[src/hw/skip_ops_pkg.sv]
// Package for the increment and bit-skip execution block
package skip_ops_pkg;

    localparam int DATA_W = 8;
    localparam int ADDR_W = 8;

    // Cycles a taken skip holds the sequencer (dummy cycle count)
    localparam int SKIP_DUMMY_CYC = 1;

    localparam logic [7:0] ACC_RST = 8'h00;

    typedef enum logic [1:0] {
        OP_NONE,
        OP_INC_MEM_SKIP_ZERO,
        OP_INC_TO_WORK_SKIP_ZERO,
        OP_SKIP_IF_BIT_SET
    } skip_op_e;

    // Request from the decoder
    typedef struct packed {
        skip_op_e          op;
        logic [ADDR_W-1:0] addr;
        logic [2:0]        bit_sel;
    } skip_req_s;

    // Write port towards data memory
    typedef struct packed {
        logic              we;
        logic [ADDR_W-1:0] addr;
        logic [DATA_W-1:0] data;
    } mem_wr_s;

endpackage : skip_ops_pkg
[src/hw/skip_eval.sv]
// Result and skip-condition evaluation for one operand byte
`timescale 1ns/1ns
module skip_eval #(
    parameter int DATA_W = 8
) (
    // Operation and operand
    input  wire skip_ops_pkg::skip_op_e op,
    input  wire logic [DATA_W-1:0]      operand,
    input  wire logic [2:0]             bit_sel,
    // Results
    output logic [DATA_W-1:0]           result,
    output logic                        skip
);

    always_comb
    begin
        result = operand + {{(DATA_W-1){1'b0}}, 1'b1};
        skip   = 1'b0;
        case (op)
            skip_ops_pkg::OP_INC_MEM_SKIP_ZERO:
                skip = (result == '0);
            skip_ops_pkg::OP_INC_TO_WORK_SKIP_ZERO:
                skip = (result == '0);
            skip_ops_pkg::OP_SKIP_IF_BIT_SET:
                skip = operand[bit_sel];
            default:
                skip = 1'b0;
        endcase
    end

endmodule : skip_eval

[src/hw/skip_ops.sv]
// Execution unit for the increment-skip and bit-test-skip instructions
// Function
// - Increment-memory variant adds one and writes it back to the same byte.
// - Incremented memory result zero skips next instruction, else continue.
// - Taken skip substitutes a dummy while next fetches; two cycles total.
// - Accumulator variant loads memory plus one into accumulator only.
// - Accumulator variant skips when new accumulator value is zero.
// - Bit test skips next instruction when selected bit is one.
`timescale 1ns/1ns
module skip_ops #(
    parameter int DATA_W = skip_ops_pkg::DATA_W,
    parameter int ADDR_W = skip_ops_pkg::ADDR_W
) (
    // Clock and reset
    input  wire logic                    clk_sys,
    input  wire logic                    resetn,
    // Decoder request, operand read data valid in the same cycle
    input  wire logic                    req_valid,
    input  wire skip_ops_pkg::skip_req_s req,
    input  wire logic [DATA_W-1:0]       mem_rdata,
    // Data memory write port
    output skip_ops_pkg::mem_wr_s        mem_wr_ff,
    // Accumulator
    output logic [DATA_W-1:0]            acc_ff,
    output logic                         acc_we_ff,
    // Sequencer control
    output logic                         done_ff,
    output logic                         skip_ff,
    output logic                         dummy_ff,
    output logic                         busy_ff,
    // Status flag write enable, never raised by these operations
    output logic                         flag_we_ff
);

    typedef enum logic [1:0] {
        ST_IDLE,
        ST_DUMMY
    } state_e;

    localparam int CNT_W = 4;

    // Sequencer state
    state_e            state_ff;
    state_e            nxt_state;
    // Dummy cycle counter
    logic [CNT_W-1:0]  dummy_cnt_ff;
    logic [CNT_W-1:0]  nxt_dummy_cnt;
    logic              dummy_last;
    // Evaluated operand
    logic [DATA_W-1:0] result;
    logic              skip_now;
    // Accepted request and its kind
    logic              take;
    logic              take_mem;
    logic              take_acc;

    // Accept only when idle and a real operation is asked
    assign take = req_valid
                  && (state_ff == ST_IDLE)
                  && (req.op != skip_ops_pkg::OP_NONE);

    // Per-operation strobes
    assign take_mem = take
                      && (req.op == skip_ops_pkg::OP_INC_MEM_SKIP_ZERO);
    assign take_acc = take
                      && (req.op == skip_ops_pkg::OP_INC_TO_WORK_SKIP_ZERO);

    // Last dummy cycle reached
    assign dummy_last = (dummy_cnt_ff
                         == CNT_W'(skip_ops_pkg::SKIP_DUMMY_CYC - 1));

    skip_eval #(
        .DATA_W (DATA_W)
    ) u_eval (
        .op      (req.op),
        .operand (mem_rdata),
        .bit_sel (req.bit_sel),
        .result  (result),
        .skip    (skip_now)
    );

    // Sequencing of the dummy cycle
    always_comb
    begin
        nxt_state = state_ff;
        case (state_ff)
            ST_IDLE:
                if (take && skip_now)
                    nxt_state = ST_DUMMY;
            ST_DUMMY:
            begin
                if (dummy_last)
                    nxt_state = ST_IDLE;
            end
            default:
                nxt_state = ST_IDLE;
        endcase
    end

    always_ff @(posedge clk_sys or negedge resetn)
    begin
        if (!resetn)
            state_ff <= ST_IDLE;
        else
            state_ff <= nxt_state;
    end

    // Dummy cycle count, cleared while idle
    always_comb
    begin
        nxt_dummy_cnt = dummy_cnt_ff;
        if (state_ff == ST_IDLE)
        begin
            nxt_dummy_cnt = '0;
        end
        else if (!dummy_last)
        begin
            nxt_dummy_cnt = dummy_cnt_ff + CNT_W'(1);
        end
    end

    always_ff @(posedge clk_sys or negedge resetn)
    begin
        if (!resetn)
            dummy_cnt_ff <= '0;
        else
            dummy_cnt_ff <= nxt_dummy_cnt;
    end

    // Memory write-back, strobe only for the write-back variant
    always_ff @(posedge clk_sys or negedge resetn)
    begin
        if (!resetn)
        begin
            mem_wr_ff <= '0;
        end
        else
        begin
            mem_wr_ff.we <= take_mem;
            if (take)
            begin
                mem_wr_ff.addr <= req.addr;
                mem_wr_ff.data <= result;
            end
        end
    end

    // Accumulator write strobe
    always_ff @(posedge clk_sys or negedge resetn)
    begin
        if (!resetn)
            acc_we_ff <= 1'b0;
        else
            acc_we_ff <= take_acc;
    end

    // Accumulator, memory left alone for this variant
    always_ff @(posedge clk_sys or negedge resetn)
    begin
        if (!resetn)
        begin
            acc_ff <= skip_ops_pkg::ACC_RST;
        end
        else if (take_acc)
        begin
            acc_ff <= result;
        end
    end

    // Completion pulse
    always_ff @(posedge clk_sys or negedge resetn)
    begin
        if (!resetn)
            done_ff <= 1'b0;
        else
            done_ff <= take;
    end

    // Skip pulse with completion
    always_ff @(posedge clk_sys or negedge resetn)
    begin
        if (!resetn)
            skip_ff <= 1'b0;
        else
            skip_ff <= take && skip_now;
    end

    // Dummy instruction indication
    always_ff @(posedge clk_sys or negedge resetn)
    begin
        if (!resetn)
            dummy_ff <= 1'b0;
        else
            dummy_ff <= (nxt_state == ST_DUMMY);
    end

    // Requests ignored while busy
    always_ff @(posedge clk_sys or negedge resetn)
    begin
        if (!resetn)
            busy_ff <= 1'b0;
        else
            busy_ff <= (nxt_state == ST_DUMMY);
    end

    // Flags untouched
    always_ff @(posedge clk_sys or negedge resetn)
    begin
        if (!resetn)
            flag_we_ff <= 1'b0;
        else
            flag_we_ff <= 1'b0;
    end

endmodule : skip_ops

[config.mk]
export PLATFORM = sky130hd
export DESIGN_NAME = skip_ops
export DESIGN_NICKNAME = d
export VERILOG_FILES = /design/src/hw/skip_ops_pkg.sv /design/src/hw/skip_eval.sv /design/src/hw/skip_ops.sv
export SDC_FILE = /design/constraint.sdc
export NUM_CORES = 1
export LEC_CHECK = 0
export BUFFER_PORTS_ARGS = -buffer_cell sky130_fd_sc_hd__clkbuf_2
export CAP_MARGIN = 5
export CORE_MARGIN = 2
export CORE_UTILIZATION = 49
export DETAILED_ROUTE_END_ITERATION = 7
export PLACE_DENSITY = 0.78
export RECOVER_POWER = 25
export SETUP_SLACK_MARGIN = 0.4
export SYNTH_ARGS = -nofsm -noshare
export SYNTH_HDL_FRONTEND = slang
export SYNTH_SLANG_ARGS = --single-unit
[constraint.sdc]
create_clock -name clk_sys -period 2.17 [get_ports clk_sys]
set_input_delay 0.434 -clock clk_sys [delete_from_list [all_inputs] [get_ports clk_sys]]
set_output_delay 0.434 -clock clk_sys [all_outputs]
set_load 0.02 [all_outputs]
## Word-level counts from Yosys, hierarchy flattened

Index checks and enable logic that the tools add are counted.

| storage, ports and cells | value |
|---|---|
| register bits after elaboration | 35 |
| input bits | 24 |
| word-level logic and storage cells | 37 |

| operators by class | value |
|---|---|
| eq/ne operators | 6 |
| multiplexer cells | 8 |
| magnitude comparators | 1 |
| reductions and logical operators | 10 |
| add/sub/neg operators | 2 |

Operator list:

| kind | count |
|---|---|
| 8-bit by 1-bit adder with 8-bit output (second input constant) | 1 |
| 8-bit logical NOT | 1 |
| 4-bit two-way mux | 2 |
| 2-bit by 1-bit equality test with 1-bit output (second input constant) | 3 |
| 1-bit logical AND | 5 |
| 4-bit by 1-bit adder with 4-bit output (second input constant) | 1 |
| 2-bit equality test (second input constant) | 2 |
| 4-bit logical NOT | 1 |
| 3-bit by 4-bit less-than comparator with 1-bit output (second input constant) | 1 |
| 2-bit two-way mux | 2 |
| 2-bit one-hot mux with 2 select lines | 1 |
| 1-bit binary-select mux with 3-bit select | 1 |
| 2-bit logical NOT | 1 |
| 2-bit by 1-bit inequality test with 1-bit output (second input constant) | 1 |
| 1-bit one-hot mux with 2 select lines | 1 |
| 2-bit nonzero test | 1 |
| 2-bit OR reduction | 1 |
| 1-bit two-way mux | 1 |

## Depth between registers and ports, before layout

Gate-level depths: netlist of run 1.

| logic depth | value |
|---|---|
| depth after elaboration | 7 |
| gate-level depth with buffers | 7 |

## Modules after synthesis

Synthesis of run 1 repeated with hierarchy kept, for this count alone.

| unflattened totals | value |
|---|---|
| cells, all modules | 124 |
| area total of the unflattened synthesis | 1755.4 um^2 |

Modules (own cells, without submodules):

| module | cells an instance | instances | area an instance (um^2) |
|---|---|---|---|
| skip_ops | 87 | 1 | 1452.6 |
| skip_eval | 37 | 1 | 302.8 |

## Worst setup path before layout of run 1

OpenSTA, ideal clock, no wires.

| timing | value |
|---|---|
| path type | input -> register |
| start point | input req[11] (netlist name) |
| end point | register mem_wr_ff[13] (netlist name) |
| stages | 5 |
| data arrival time | 1.648 ns |
| slack | 0.397 ns |
| data required time | 2.045 ns |
| buffers on the path | 1 |
| cells stage by stage | inv_1 -> ha_1 -> nor4b_4 -> buf_6 -> mux2_2 |

| on the way | value |
|---|---|
| cells in the longest elaborated chain, start to end | 2 |

RTL lines:

| item | line | source |
|---|---|---|
| from (decl) | skip_ops.sv:19 | `input wire skip_ops_pkg::skip_req_s req,` |
| 2-bit nonzero test | skip_ops.sv:60 | `&& (req.op != skip_ops_pkg::OP_NONE);` |
| 1-bit logical AND | skip_ops.sv:60 |  |
| to (decl) | skip_ops.sv:22 | `output skip_ops_pkg::mem_wr_s mem_wr_ff,` |

No other way between the ends.
A chain may end at the register's enable or synchronous reset.

## Worst setup path in the final report of run 1

| timing | value |
|---|---|
| start point | register state_ff[0] |
| end point | register dummy_ff |

| on the way | value |
|---|---|
| cells in the longest elaborated chain, start to end | 7 |
| elaborated cells on any way between the ends | 9 |
| those cells by class | eq/ne (2); mux (3); reduce/logical (4) |

RTL lines:

| item | line | source |
|---|---|---|
| from (decl) | skip_ops.sv:43 | `state_e state_ff;` |
| from (signal assigned) | skip_ops.sv:105 | `state_ff <= nxt_state;` |
| 2-bit logical NOT | skip_ops.sv:59, skip_ops.sv:86 |  |
| 1-bit logical AND | skip_ops.sv:59 | `&& (state_ff == ST_IDLE)` |
| 1-bit logical AND | skip_ops.sv:60 |  |
| 1-bit logical AND | skip_ops.sv:88 | `if (take && skip_now)` |
| 2-bit two-way mux | skip_ops.sv:88 |  |
| 2-bit one-hot mux with 2 select lines * | skip_ops.sv:86 | `case (state_ff)` |
| 2-bit by 1-bit equality test with 1-bit output * | skip_ops.sv:194 | `dummy_ff <= (nxt_state == ST_DUMMY);` |
| to (signal assigned) | skip_ops.sv:194 |  |
| to (decl) | skip_ops.sv:29 | `output logic dummy_ff,` |

Every way passes the cells marked *; elsewhere a longest branch is shown, timed or not.

==> flow_summary_export.csv, run 1 <==
group,metric,value,unit
layout,layout.nets,227,
layout,fin_area,0.00197,mm²
logic_synthesis,synth_mux_area_share,10.9,%
worst_setup_path,worstPathMaxFanout,25,
power,fin_total_pwr,1.55,mW
sta,slew_violations,0,
worst_setup_path,cp.required,2.39,ns
global_route,grt_pass1_wl,4950,µm
logic_synthesis,synth_top_area_share,54.6,%
clocking,clkTransAtPathRegs,0.10,ns
clocking,cts_tree,"built",
sta,slew_headroom,44.1,%
clocking,numCtsBuffers,5,
sta,fmax,622,MHz
sta,worst_slack,0.562,ns
floorplan,coreArea,0.00308,mm²
logic_synthesis,synthAdderAreaFrac,5.46,%
hold_path,hold_path.class,"in2async",
floorplan,die-area,0.00374,mm²
layout,area_growth,23.2,%
floorplan,io_pins,55,
logic_synthesis,synth_compound_gate_area_share,6.64,%
clocking,cts.repair.resized,0,
logic_synthesis,syn-mean-instance-area,11.5,µm²
clocking,post_cts_buffers,0,
power,irDropWorstVdd,0.548,mV
detailed_routing,met3WireLength,277,µm
logic_synthesis,synth_top_family_by_area,"simple AND/OR/NAND/NOR gates",
clocking,root_buffer,"clkbuf_4",
worst_setup_path,crit_arrival,1.83,ns
sta,rsz0062_at_grt,"no",
floorplan,die_y,61.2,µm
floorplan,die_w,61.2,µm
place,dpl-instance-area,0.00191,mm²
detailed_routing,routed_wl,3270,µm
floorplan,start_util,52.1,%
clocking,cts_sinks,35,
worst_setup_path,crit_path_cell_trace,"nor4b_4 -> buf_12 -> o311a_1 -> nand3_1 -> o311ai_0",
clocking,clock_latency,0.34,ns
worst_setup_path,worstSetupPathType,"reg2reg",
place,dp_hpwl,2470,µm
detailed_routing,firstDrtPassIters,4,
run_status,status,"finished clean",
detailed_routing,wire_per_inst,13.6,µm
power,power_density,783,mW/mm²
detailed_routing,wl_met2,1590,µm
layout,instances_no_fill,240,
worst_setup_path,startpoint_type,"register",
sta,min_period_over_period,74.1,%
floorplan,rows,20,
layout,fillerInstances,256,
sta,tns,0,ns
sta,period_needed,1.61,ns
logic_synthesis,yosysTopAreaCell,"dfrtp_1",
logic_synthesis,ys_ff_latch,35,
logic_synthesis,synthTopCellsByCount,"dfrtp_1 (35), nand2_1 (14), nor2_1 (12), mux2_2 (10), inv_1 (8)",
logic_synthesis,ys_seq_area_share,54.6,%
place,io_buffers,53,
sta,worst_pin_slew,0.838,ns
flow_run,drv_cap,0,
worst_setup_path,crit_path_max_incr_delay,0.44,ns
logic_synthesis,synthTopCellsByArea,"dfrtp_1 (55%), mux2_2 (7.0%), ha_1 (5.5%)",
logic_synthesis,synth_edf_count,0,
sta,fin_skew,0.00918,ns
detailed_routing,vias,1209,
sta,timing_hold_violations_final,0,
clocking,ctsHoldBuffers,0,
detailed_routing,drcViolationCount,0,
logic_synthesis,yosysMostFrequentCell,"dfrtp_1",
place,place_ws,0.252,ns
logic_synthesis,synthArstFlopShare,100,%
logic_synthesis,synth_top_flop_cell,"dfrtp_1",
layout,layout-drive-gt1-share,38.8,%
worst_setup_path,crit_path_end_kind,"register",
detailed_routing,top_layer,"met4",
global_route,overflow,0,
power,p_leak,1.01,nW
place,place_inst,233,
logic_synthesis,synth_warnings,0,
sta,setup_viol_count_final,0,
logic_synthesis,syn-instance-count,139,
clocking,cts_buffer_depth,2,
detailed_routing,drt-initial-drc-count,38,
logic_synthesis,synth-simple-area-share,13.6,%
detailed_routing,drt-met1-wl,1360,µm
logic_synthesis,synth_cell_type_count,31,
place,globalplace.congestion,0.813,
detailed_routing,vias_per_cell,5.04,
worst_setup_path,cpMaxStageDelayCell,"dfrtp_1",
clocking,cts_max_level,2,
detailed_routing,ant_nets,0,
layout,antenna_cells,0,
logic_synthesis,syn_area,0.00160,mm²
global_route,track_usage,19.1,%
global_route,grt_max_degree,36,
global_route,antenna_found_initial,0,
logic_synthesis,synth_xor_xnor_area_share,4.37,%
global_route,grt_pass1_vias,1152,
-- per-layer routing --
| metal | up-vias | GRT usage, % |
|---|---|---|
| met5 | - | 0 |
| met4 | 0 | 11.2 |
| met3 | 4 | 4.41 |
| met2 | 48 | 30.5 |
| met1 | 578 | 23.6 |
| li1 | 579 | - |
-- path summary, 6_finish.rpt --
| path | from | to | slack, ns | cells past startpoint |
|---|---|---|---|---|
| worst max register to register | state_ff[0] | dummy_ff | 0.56 | 5 |
| worst max-delay path | state_ff[0] | dummy_ff | 0.56 | 5 |
| max in group asynchronous | resetn | dummy_cnt_ff[1] | 1.47 | 1 |
| worst min-delay path | resetn | done_ff | 0.17 | 1 |
| min in group clk_sys | req[8] | mem_wr_ff[13] | 0.32 | 2 |
| worst min register to register | acc_ff[7] | acc_ff[7] | 0.49 | 2 |
-- state kept, by name (all words and copies together) (netlist names) --
signal and flops:
mem_wr_ff 17, acc_ff 8, dummy_cnt_ff 4, state_ff 2, acc_we_ff 1, done_ff 1
dummy_ff 1, skip_ff 1
-- power by group --
part	switching [mW]	total [mW]	internal (mW)	leakage, nW
Clock	0.211	0.361	0.150	0.0341
Sequential	0.0493	0.793	0.744	0.434
Combinational	0.244	0.391	0.147	0.540
Total	0.504	1.55	1.04	1.01
-- kinds of logic after synthesis --
logic type,count (synthesis)
and+or+nand+nor,42
DFF,35
AOI/OAI and AO/OA,18
muxes,15
buffers and inverters,13
xor gates and xnor gates,8
adders and majority gates,7
other,1
-- critical path, delay by kind of cell, from the launching register on --
family                 cells  cell delay, ns
AND/OR/NAND/NOR            2            0.52
flip-flops                 1            0.44
AO/OA/AOI/OAI              2            0.30
buffers and inverters      1            0.22
-- layout by cell type (no fill, tap or decap), types with 4 or more instances in the layout --
cell and n:
a21oi_1 7, clkbuf_2 53, clkbuf_4 5, dfrtp_1 35, ha_1 6, inv_1 8, mux2_2 10, mux2i_1 4
nand2_1 14, nand3_1 5, nor2_1 12, o21ai_0 5, xnor2_1 4, xor2_1 4
-- final cells by class --
class | count | area [µm²] | area share (%)
clock buffer | 6 | 51.3 | 2.60
clock inverter | 1 | 5.00 | 0.253
inverter | 8 | 30.0 | 1.52
multi-input combinational | 92 | 672 | 34.0
sequential | 35 | 876 | 44.4
tap | 44 | 55.1 | 2.79
timing repair buffer | 54 | 285 | 14.4
-- through the flow --
stage	util, %	hold WS [ns]
floorplan	-	0.138
global placement	62.2	0.461
detailed placement	62.2	0.473
CTS	64.0	0.195
global route	64.1	0.244
finish	64.1	0.174
(Power assumes the default switching activity.)
==> inputs of run 2 (changes only) <==
--- a/config.mk
+++ b/config.mk
@@ -5,12 +5,13 @@
 export SDC_FILE = /design/constraint.sdc
 export NUM_CORES = 1
 export LEC_CHECK = 0
+export ABC_AREA = 1
 export BUFFER_PORTS_ARGS = -buffer_cell sky130_fd_sc_hd__clkbuf_2
 export CAP_MARGIN = 5
 export CORE_MARGIN = 2
-export CORE_UTILIZATION = 49
+export CORE_UTILIZATION = 50
 export DETAILED_ROUTE_END_ITERATION = 7
-export PLACE_DENSITY = 0.78
+export PLACE_DENSITY = 0.79
 export RECOVER_POWER = 25
 export SETUP_SLACK_MARGIN = 0.4
 export SYNTH_ARGS = -nofsm -noshare
==> constraint.sdc (replaced) <==
create_clock -name clk_sys -period 1.6 [get_ports clk_sys]
set_input_delay 0.32 -clock clk_sys [delete_from_list [all_inputs] [get_ports clk_sys]]
set_output_delay 0.32 -clock clk_sys [all_outputs]
set_load 0.02 [all_outputs]
==> run 2 against run 1 <==
Net effect:
- clock power grew 54%
- critical path depth is 3 higher
- sequential share of layout area decreased by 9.8 points
- highest routed layer unchanged
==> flow_summary_export.csv, run 2 <==
group,metric,value,unit
global_route,overflow,0,
power,irDropWorstVdd,0.668,mV
layout,largest_reg_flops,17,
worst_setup_path,crit_path_end_kind,"register",
power,fin_total_pwr,2.49,mW
detailed_routing,ant_nets,0,
logic_synthesis,yosysMostFrequentCell,"nand2_1",
floorplan,rows,20,
place,globalplace.congestion,0.776,
worst_setup_path,worstPathMaxFanout,8,
floorplan,coreArea,0.00310,mm²
hold_path,min_to,"mem_wr_ff[9]",
logic_synthesis,synthTopCellsByArea,"dfrtp_1 (53%), nand2_1 (15%), ha_1 (5.3%)",
logic_synthesis,ys_ff_latch,35,
layout,top_regs,"mem_wr_ff x17, acc_ff x8, dummy_cnt_ff x4",
layout,layout_common_cells,"nand2_1 (59), dfrtp_1 (35), buf_6 (25)",
global_route,grt_pass1_vias,1428,
logic_synthesis,synth_warnings,0,
worst_setup_path,r2r_end,"acc_ff[2]",
logic_synthesis,synth_top_area_share,52.7,%
sta,timing_hold_violations_final,0,
power,power_density,984,mW/mm²
floorplan,start_util,53.5,%
detailed_routing,vias_per_cell,4.79,
clocking,cts_max_level,2,
logic_synthesis,synth_compound_gate_area_share,7.08,%
global_route,track_usage,22.6,%
logic_synthesis,synth_edf_count,0,
global_route,grt_max_degree,25,
run_status,status,"finished clean",
place,io_buffers,53,
detailed_routing,vias,1546,
layout,layout-drive-gt1-share,40.1,%
worst_setup_path,r2r_slack,0.32,ns
logic_synthesis,synth_top_family_by_area,"simple AND/OR/NAND/NOR gates",
worst_setup_path,worstSetupPathType,"reg2reg",
hold_path,hold_path.class,"in2reg",
worst_setup_path,cpMaxStageDelayCell,"dfrtp_1",
sta,period_needed,1.28,ns
layout,instances_no_fill,323,
logic_synthesis,synth_top_flop_cell,"dfrtp_1",
layout,area_growth,52.4,%
place,dpl-instance-area,0.00198,mm²
logic_synthesis,synth_cell_type_count,25,
sta,min_period_over_period,80.2,%
sta,fmax,779,MHz
sta,rsz0062_at_grt,"yes",
detailed_routing,drcViolationCount,0,
detailed_routing,wire_per_inst,12.4,µm
place,dp_hpwl,2520,µm
place,place_inst,288,
clocking,cts_sinks,35,
sta,tns,0,ns
floorplan,die-area,0.00380,mm²
clocking,clock_latency,0.35,ns
logic_synthesis,synthArstFlopShare,100,%
detailed_routing,drt-initial-drc-count,34,
global_route,grt_pass1_wl,6020,µm
logic_synthesis,synthAdderAreaFrac,5.27,%
worst_setup_path,crit_arrival,1.58,ns
detailed_routing,routed_wl,4000,µm
hold_path,holdPathStages,3,
layout,layout.nets,309,
flow_run,drv_cap,0,
logic_synthesis,synth-simple-area-share,24.2,%
logic_synthesis,syn_area,0.00166,mm²
layout,multi_input_area,736,µm²
worst_setup_path,cp.required,1.89,ns
worst_setup_path,crit_path_cell_trace,"nor2_2 -> inv_2 -> nor3_4 -> buf_12 -> nand2_8 -> inv_2 -> nand2_1 -> nand2_1",
global_route,antenna_found_initial,0,
sta,fin_skew,0.00628,ns
layout,final_common_cell,"nand2_1",
worst_setup_path,rr_worst_depth,8,
clocking,clkTransAtPathRegs,0.11,ns
power,p_leak,1.40,nW
logic_synthesis,synthTopCellsByCount,"nand2_1 (67), dfrtp_1 (35), inv_1 (23), o21ai_1 (11), nor2_1 (10)",
worst_setup_path,cp_top_family,"simple AND/OR/NAND/NOR gates",
floorplan,die_y,61.6,µm
sta,holdWs,0.168,ns
layout,regMostFlops,"mem_wr_ff",
layout,antenna_cells,0,
worst_setup_path,crit_path_max_incr_delay,0.41,ns
layout,fillerInstances,210,
detailed_routing,firstDrtPassIters,4,
layout,regArea,876,µm²
logic_synthesis,syn-instance-count,195,
clocking,cts_buffer_depth,2,
worst_setup_path,crit_buf_inv,3,
worst_setup_path,startpoint_type,"register",
logic_synthesis,syn-mean-instance-area,8.52,µm²
clocking,root_buffer,"clkbuf_4",
layout,fin_area,0.00253,mm²
logic_synthesis,ys_seq_area_share,52.7,%
logic_synthesis,synth_xor_xnor_area_share,2.11,%
logic_synthesis,synth_mux_area_share,0,%
clocking,cts_tree,"built",
hold_path,worstHoldStart,"req[4]",
floorplan,die_w,61.6,µm
floorplan,io_pins,55,
worst_setup_path,timing.rr.start,"state_ff[1]",
clocking,numCtsBuffers,5,
logic_synthesis,yosysTopAreaCell,"dfrtp_1",
sta,setup_viol_count_final,0,
sta,slew_violations,0,
-- run 2: cell types whose count changed after synthesis, moves of 3 or more --
cell,previous run,this run
a21oi_1,7,1
inv_1,8,23
mux2_2,10,0
mux2i_1,4,0
nand2_1,14,67
nand3_1,5,9
o21ai_1,2,11
xnor2_1,4,1
-- run 2: power breakdown --
| group | leakage [nW] | switching (mW) | total [mW] | internal (mW) |
|---|---|---|---|---|
| Sequential | 0.450 | 0.0875 | 1.09 | 1.00 |
| Combinational | 0.917 | 0.397 | 0.846 | 0.449 |
| Clock | 0.0375 | 0.300 | 0.557 | 0.257 |
| Total | 1.40 | 0.785 | 2.49 | 1.71 |
-- run 2: cells by family after synthesis --
group                    Yosys count
AND/OR/NAND/NOR                   94
flip-flops                        35
buffers and inverters             32
AO/OA/AOI/OAI                     22
adder cells (fa/ha/maj)            7
XOR/XNOR                           4
other                              1
-- run 2: area by class of cell --
| cell class | count | share of cell area (%) |
|---|---|---|
| Multi-Input combinational cell | 130 | 29.1 |
| Clock inverter | 1 | 0.296 |
| Clock buffer | 7 | 2.57 |
| Inverter | 25 | 3.90 |
| Timing Repair Buffer | 81 | 27.4 |
| Tap cell | 44 | 2.17 |
| Sequential cell | 35 | 34.6 |
-- run 2: repair_timing --
action	CTS	global route
endpoints found under the setup margin	58	63
pin swaps	3	3
gates cloned	1	0
hold endpoints to repair	17	0
gates resized for setup	25	82
hold buffers	1	0
buffers inserted	14	11
-- run 2: worst register-to-register path, stage by stage, from the launching register on --
cell	delay, ns
dfrtp_1	0.41
nor2_2	0.15
inv_2	0.07
nor3_4	0.15
buf_12	0.16
nand2_8	0.09
inv_2	0.07
nand2_1	0.05
nand2_1	0.08
-- run 2: routing by layer --
metal	GRT usage [%]	routed length [µm]	share of wire, %
met3	6.93	155	3.9
met2	37.0	2130	53
met1	27.2	1640	41
met5	0	0	0
met4	10.3	72	1.8
-- run 2: how the worst max path moves through the flow --
| stage | startpoint | to | slack [ns] | depth (start not counted) |
|---|---|---|---|---|
| after CTS | state_ff[0] | mem_wr_ff[3] | 0.29 | 7 |
| after floorplan | state_ff[1] | acc_ff[3] | 0.32 | 7 |
| after global routing | resetn | acc_ff[5] | 0.21 | 3 |
| final | state_ff[1] | acc_ff[2] | 0.32 | 8 |
| after detailed placement | req[11] | acc_ff[3] | 0.09 | 7 |
| after global placement | req[11] | acc_ff[3] | 0.10 | 7 |
-- run 2: per-stage QoR --
step                      utilization, %  setup slack, ns
after global routing                81.6            0.210
after global placement              63.8            0.103
after floorplan                        -            0.318
after detailed placement            63.8           0.0851
final                               81.6            0.317
after CTS                           73.5            0.293
==> inputs of run 3 (changes only) <==
--- a/config.mk
+++ b/config.mk
@@ -5,13 +5,13 @@
 export SDC_FILE = /design/constraint.sdc
 export NUM_CORES = 1
 export LEC_CHECK = 0
-export ABC_AREA = 1
+export ABC_AREA = 0
 export BUFFER_PORTS_ARGS = -buffer_cell sky130_fd_sc_hd__clkbuf_2
 export CAP_MARGIN = 5
 export CORE_MARGIN = 2
-export CORE_UTILIZATION = 50
+export CORE_UTILIZATION = 49
 export DETAILED_ROUTE_END_ITERATION = 7
-export PLACE_DENSITY = 0.79
+export PLACE_DENSITY = 0.78
 export RECOVER_POWER = 25
 export SETUP_SLACK_MARGIN = 0.4
 export SYNTH_ARGS = -nofsm -noshare
==> constraint.sdc (replaced) <==
create_clock -name clk_sys -period 1.3 [get_ports clk_sys]
set_input_delay 0.26 -clock clk_sys [delete_from_list [all_inputs] [get_ports clk_sys]]
set_output_delay 0.26 -clock clk_sys [all_outputs]
set_load 0.02 [all_outputs]
==> run 3 against run 2 <==
Net effect:
- the flow now finishes with violations (negative setup slack)
- worst setup slack got worse by 0.55 ns
- total power rose by 34%
- die area fell by 1.5%
- critical path depth fell by 3
- final cell count fell by 11%
- fmax fell by 16%
- via count rose by 7.4%
- first-iteration DRC count rose by 150%
- register-to-register slack got worse by 0.55 ns
- clock-buffer cell count fell by 1
- flip-flop and latch count did not move
- critical endpoint unchanged
- largest cell class is now buffers
- largest power group unchanged
==> flow_summary_export.csv, run 3 (synthesis gave the netlist of run 1 again) <==
group,metric,value,unit
run_status,status,"finished, violations left",
run_status,violations,"negative setup slack",
worst_setup_path,crit_buf_inv,2,
layout,top_regs,"mem_wr_ff x17, acc_ff x8, dummy_cnt_ff x4",
worst_setup_path,cpMaxStageDelayCell,"dfrtp_1",
place,dpl-instance-area,0.00216,mm²
worst_setup_path,r2r_end,"acc_ff[2]",
detailed_routing,firstDrtPassIters,4,
global_route,grt_max_degree,21,
clocking,cts_buffer_depth,2,
detailed_routing,vias_per_cell,5.74,
clocking,clkTransAtPathRegs,0.12,ns
sta,fmax,651,MHz
layout,layout.nets,275,
global_route,track_usage,27.1,%
global_route,grt_pass1_vias,1492,
hold_path,holdPathStages,2,
power,sw_frac_of_total,33.9,%
power,irDropWorstVdd,0.910,mV
layout,layout-drive-gt1-share,63.9,%
floorplan,die-area,0.00374,mm²
worst_setup_path,worstPathMaxFanout,8,
worst_setup_path,cp_top_family,"simple AND/OR/NAND/NOR gates",
worst_setup_path,crit_arrival,1.81,ns
sta,fin_skew,0.00965,ns
layout,regArea,876,µm²
layout,final_common_cell,"buf_4",
detailed_routing,drcViolationCount,0,
detailed_routing,vias,1660,
worst_setup_path,crit_path_cell_trace,"nor4b_4 -> buf_4 -> nand2_4 -> clkbuf_16 -> o21ai_1",
sta,rsz0062_at_grt,"yes",
power,p_comb_share,39.5,%
floorplan,rows,20,
worst_setup_path,crit_path_max_incr_delay,0.43,ns
clocking,cts_tree,"built",
floorplan,io_pins,55,
floorplan,die_w,61.2,µm
power,power_density,1150,mW/mm²
power,p_seq_share,41.3,%
global_route,overflow,0,
floorplan,start_util,52.1,%
detailed_routing,drt-initial-drc-count,84,
detailed_routing,wire_per_inst,23.2,µm
floorplan,die_y,61.2,µm
sta,holdWs,0.145,ns
power,p_clk_share,19.2,%
clocking,clock_latency,0.36,ns
place,globalplace.congestion,0.925,
layout,regMostFlops,"mem_wr_ff",
sta,timing_hold_violations_final,0,
flow_run,drv_cap,0,
layout,fillerInstances,91,
hold_path,worstHoldStart,"req[10]",
layout,largest_reg_flops,17,
sta,setup_viol_count_final,30,
worst_setup_path,r2r_slack,-0.24,ns
layout,layout_common_cells,"buf_4 (37), dfrtp_1 (35), clkbuf_8 (27)",
detailed_routing,routed_wl,6700,µm
clocking,cts_max_level,2,
layout,area_growth,80.5,%
power,p_leak,1.43,nW
place,io_buffers,53,
worst_setup_path,crit_path_end_kind,"register",
global_route,antenna_found_initial,1,
power,intPower,2.20,mW
place,place_ws,-0.422,ns
worst_setup_path,startpoint_type,"register",
clocking,cts_sinks,35,
worst_setup_path,cp.required,1.57,ns
place,dp_hpwl,2820,µm
clocking,root_buffer,"clkbuf_4",
power,p_switching,1.13,mW
sta,tns,-3.91,ns
layout,fin_area,0.00289,mm²
sta,slew_violations,0,
worst_setup_path,timing.rr.start,"state_ff[1]",
hold_path,min_to,"mem_wr_ff[15]",
worst_setup_path,rr_worst_depth,5,
hold_path,hold_path.class,"in2reg",
sta,period_needed,1.54,ns
floorplan,coreArea,0.00308,mm²
sta,min_period_over_period,118,%
layout,multi_input_area,902,µm²
clocking,numCtsBuffers,5,
worst_setup_path,worstSetupPathType,"reg2reg",
sta,worst_slack,-0.236,ns
global_route,grt_pass1_wl,7140,µm
detailed_routing,ant_nets,0,
[run 3: final cells by class]
| class | instances | share of cell area, % |
|---|---|---|
| diodes | 1 | 0.0865 |
| clock buffers | 6 | 1.77 |
| clock inverters | 1 | 0.173 |
| inverters | 8 | 1.82 |
| multi-input cells | 92 | 31.2 |
| flip-flops and latches | 35 | 30.3 |
| well taps | 44 | 1.90 |
| repair buffers | 102 | 32.8 |
[run 3: how the worst max path moves through the flow]
| stage | from | endpoint | slack, ns | depth (start not counted) |
|---|---|---|---|---|
| after floorplan | req[12] | mem_wr_ff[13] | -0.24 | 5 |
| after global placement | req[12] | mem_wr_ff[8] | -0.38 | 6 |
| after detailed placement | req[12] | mem_wr_ff[12] | -0.42 | 6 |
| after CTS | state_ff[1] | mem_wr_ff[15] | -0.14 | 3 |
| after global routing | state_ff[1] | acc_ff[2] | -0.26 | 5 |
| final | state_ff[1] | acc_ff[2] | -0.24 | 5 |
[run 3: metrics by stage]
| stage | utilization [%] | total power [mW] | std cells |
|---|---|---|---|
| 3_5_place_dp | 70.2 | 2.10 | 257 |
| 5_1_grt | 94.0 | 3.45 | 289 |
| 3_3_place_gp | 70.2 | 2.07 | 257 |
| 2_1_floorplan | - | 1.76 | 140 |
| 6_report | 94.0 | 3.33 | 289 |
| 4_1_cts | 85.9 | 2.99 | 279 |
[run 3: per-layer routing]
layer | vias up | wire (µm) | global-route usage, %
li1 | 687 | - | -
met5 | - | 0 | 0
met4 | 0 | 361 | 8.39
met3 | 34 | 425 | 8.40
met2 | 107 | 3500 | 48.5
met1 | 832 | 2410 | 30.7
[run 3: what timing repair did]
action	CTS	global route
pin swaps	4	5
endpoints found under the setup margin	64	84
buffers inserted	14	8
endpoints found under the hold margin	15	0
gates resized for setup	73	49
cloned	0	1
hold buffers	1	0
[run 3: worst reg2reg max path: stages (launching register included)]
cell and delay (ns):
dfrtp_1 0.43, nor4b_4 0.39, buf_4 0.19, nand2_4 0.06, clkbuf_16 0.17, o21ai_1 0.21
[run 3: power by group through the flow]
stage | combinational (mW) | clock [mW] | sequential (mW)
final | 1.32 | 0.639 | 1.38
after global routing | 1.37 | 0.695 | 1.39
after CTS | 1.05 | 0.603 | 1.34
after detailed placement | 0.749 | 0 | 1.35
after global placement | 0.728 | 0 | 1.34
after floorplan | 0.223 | 0 | 1.53
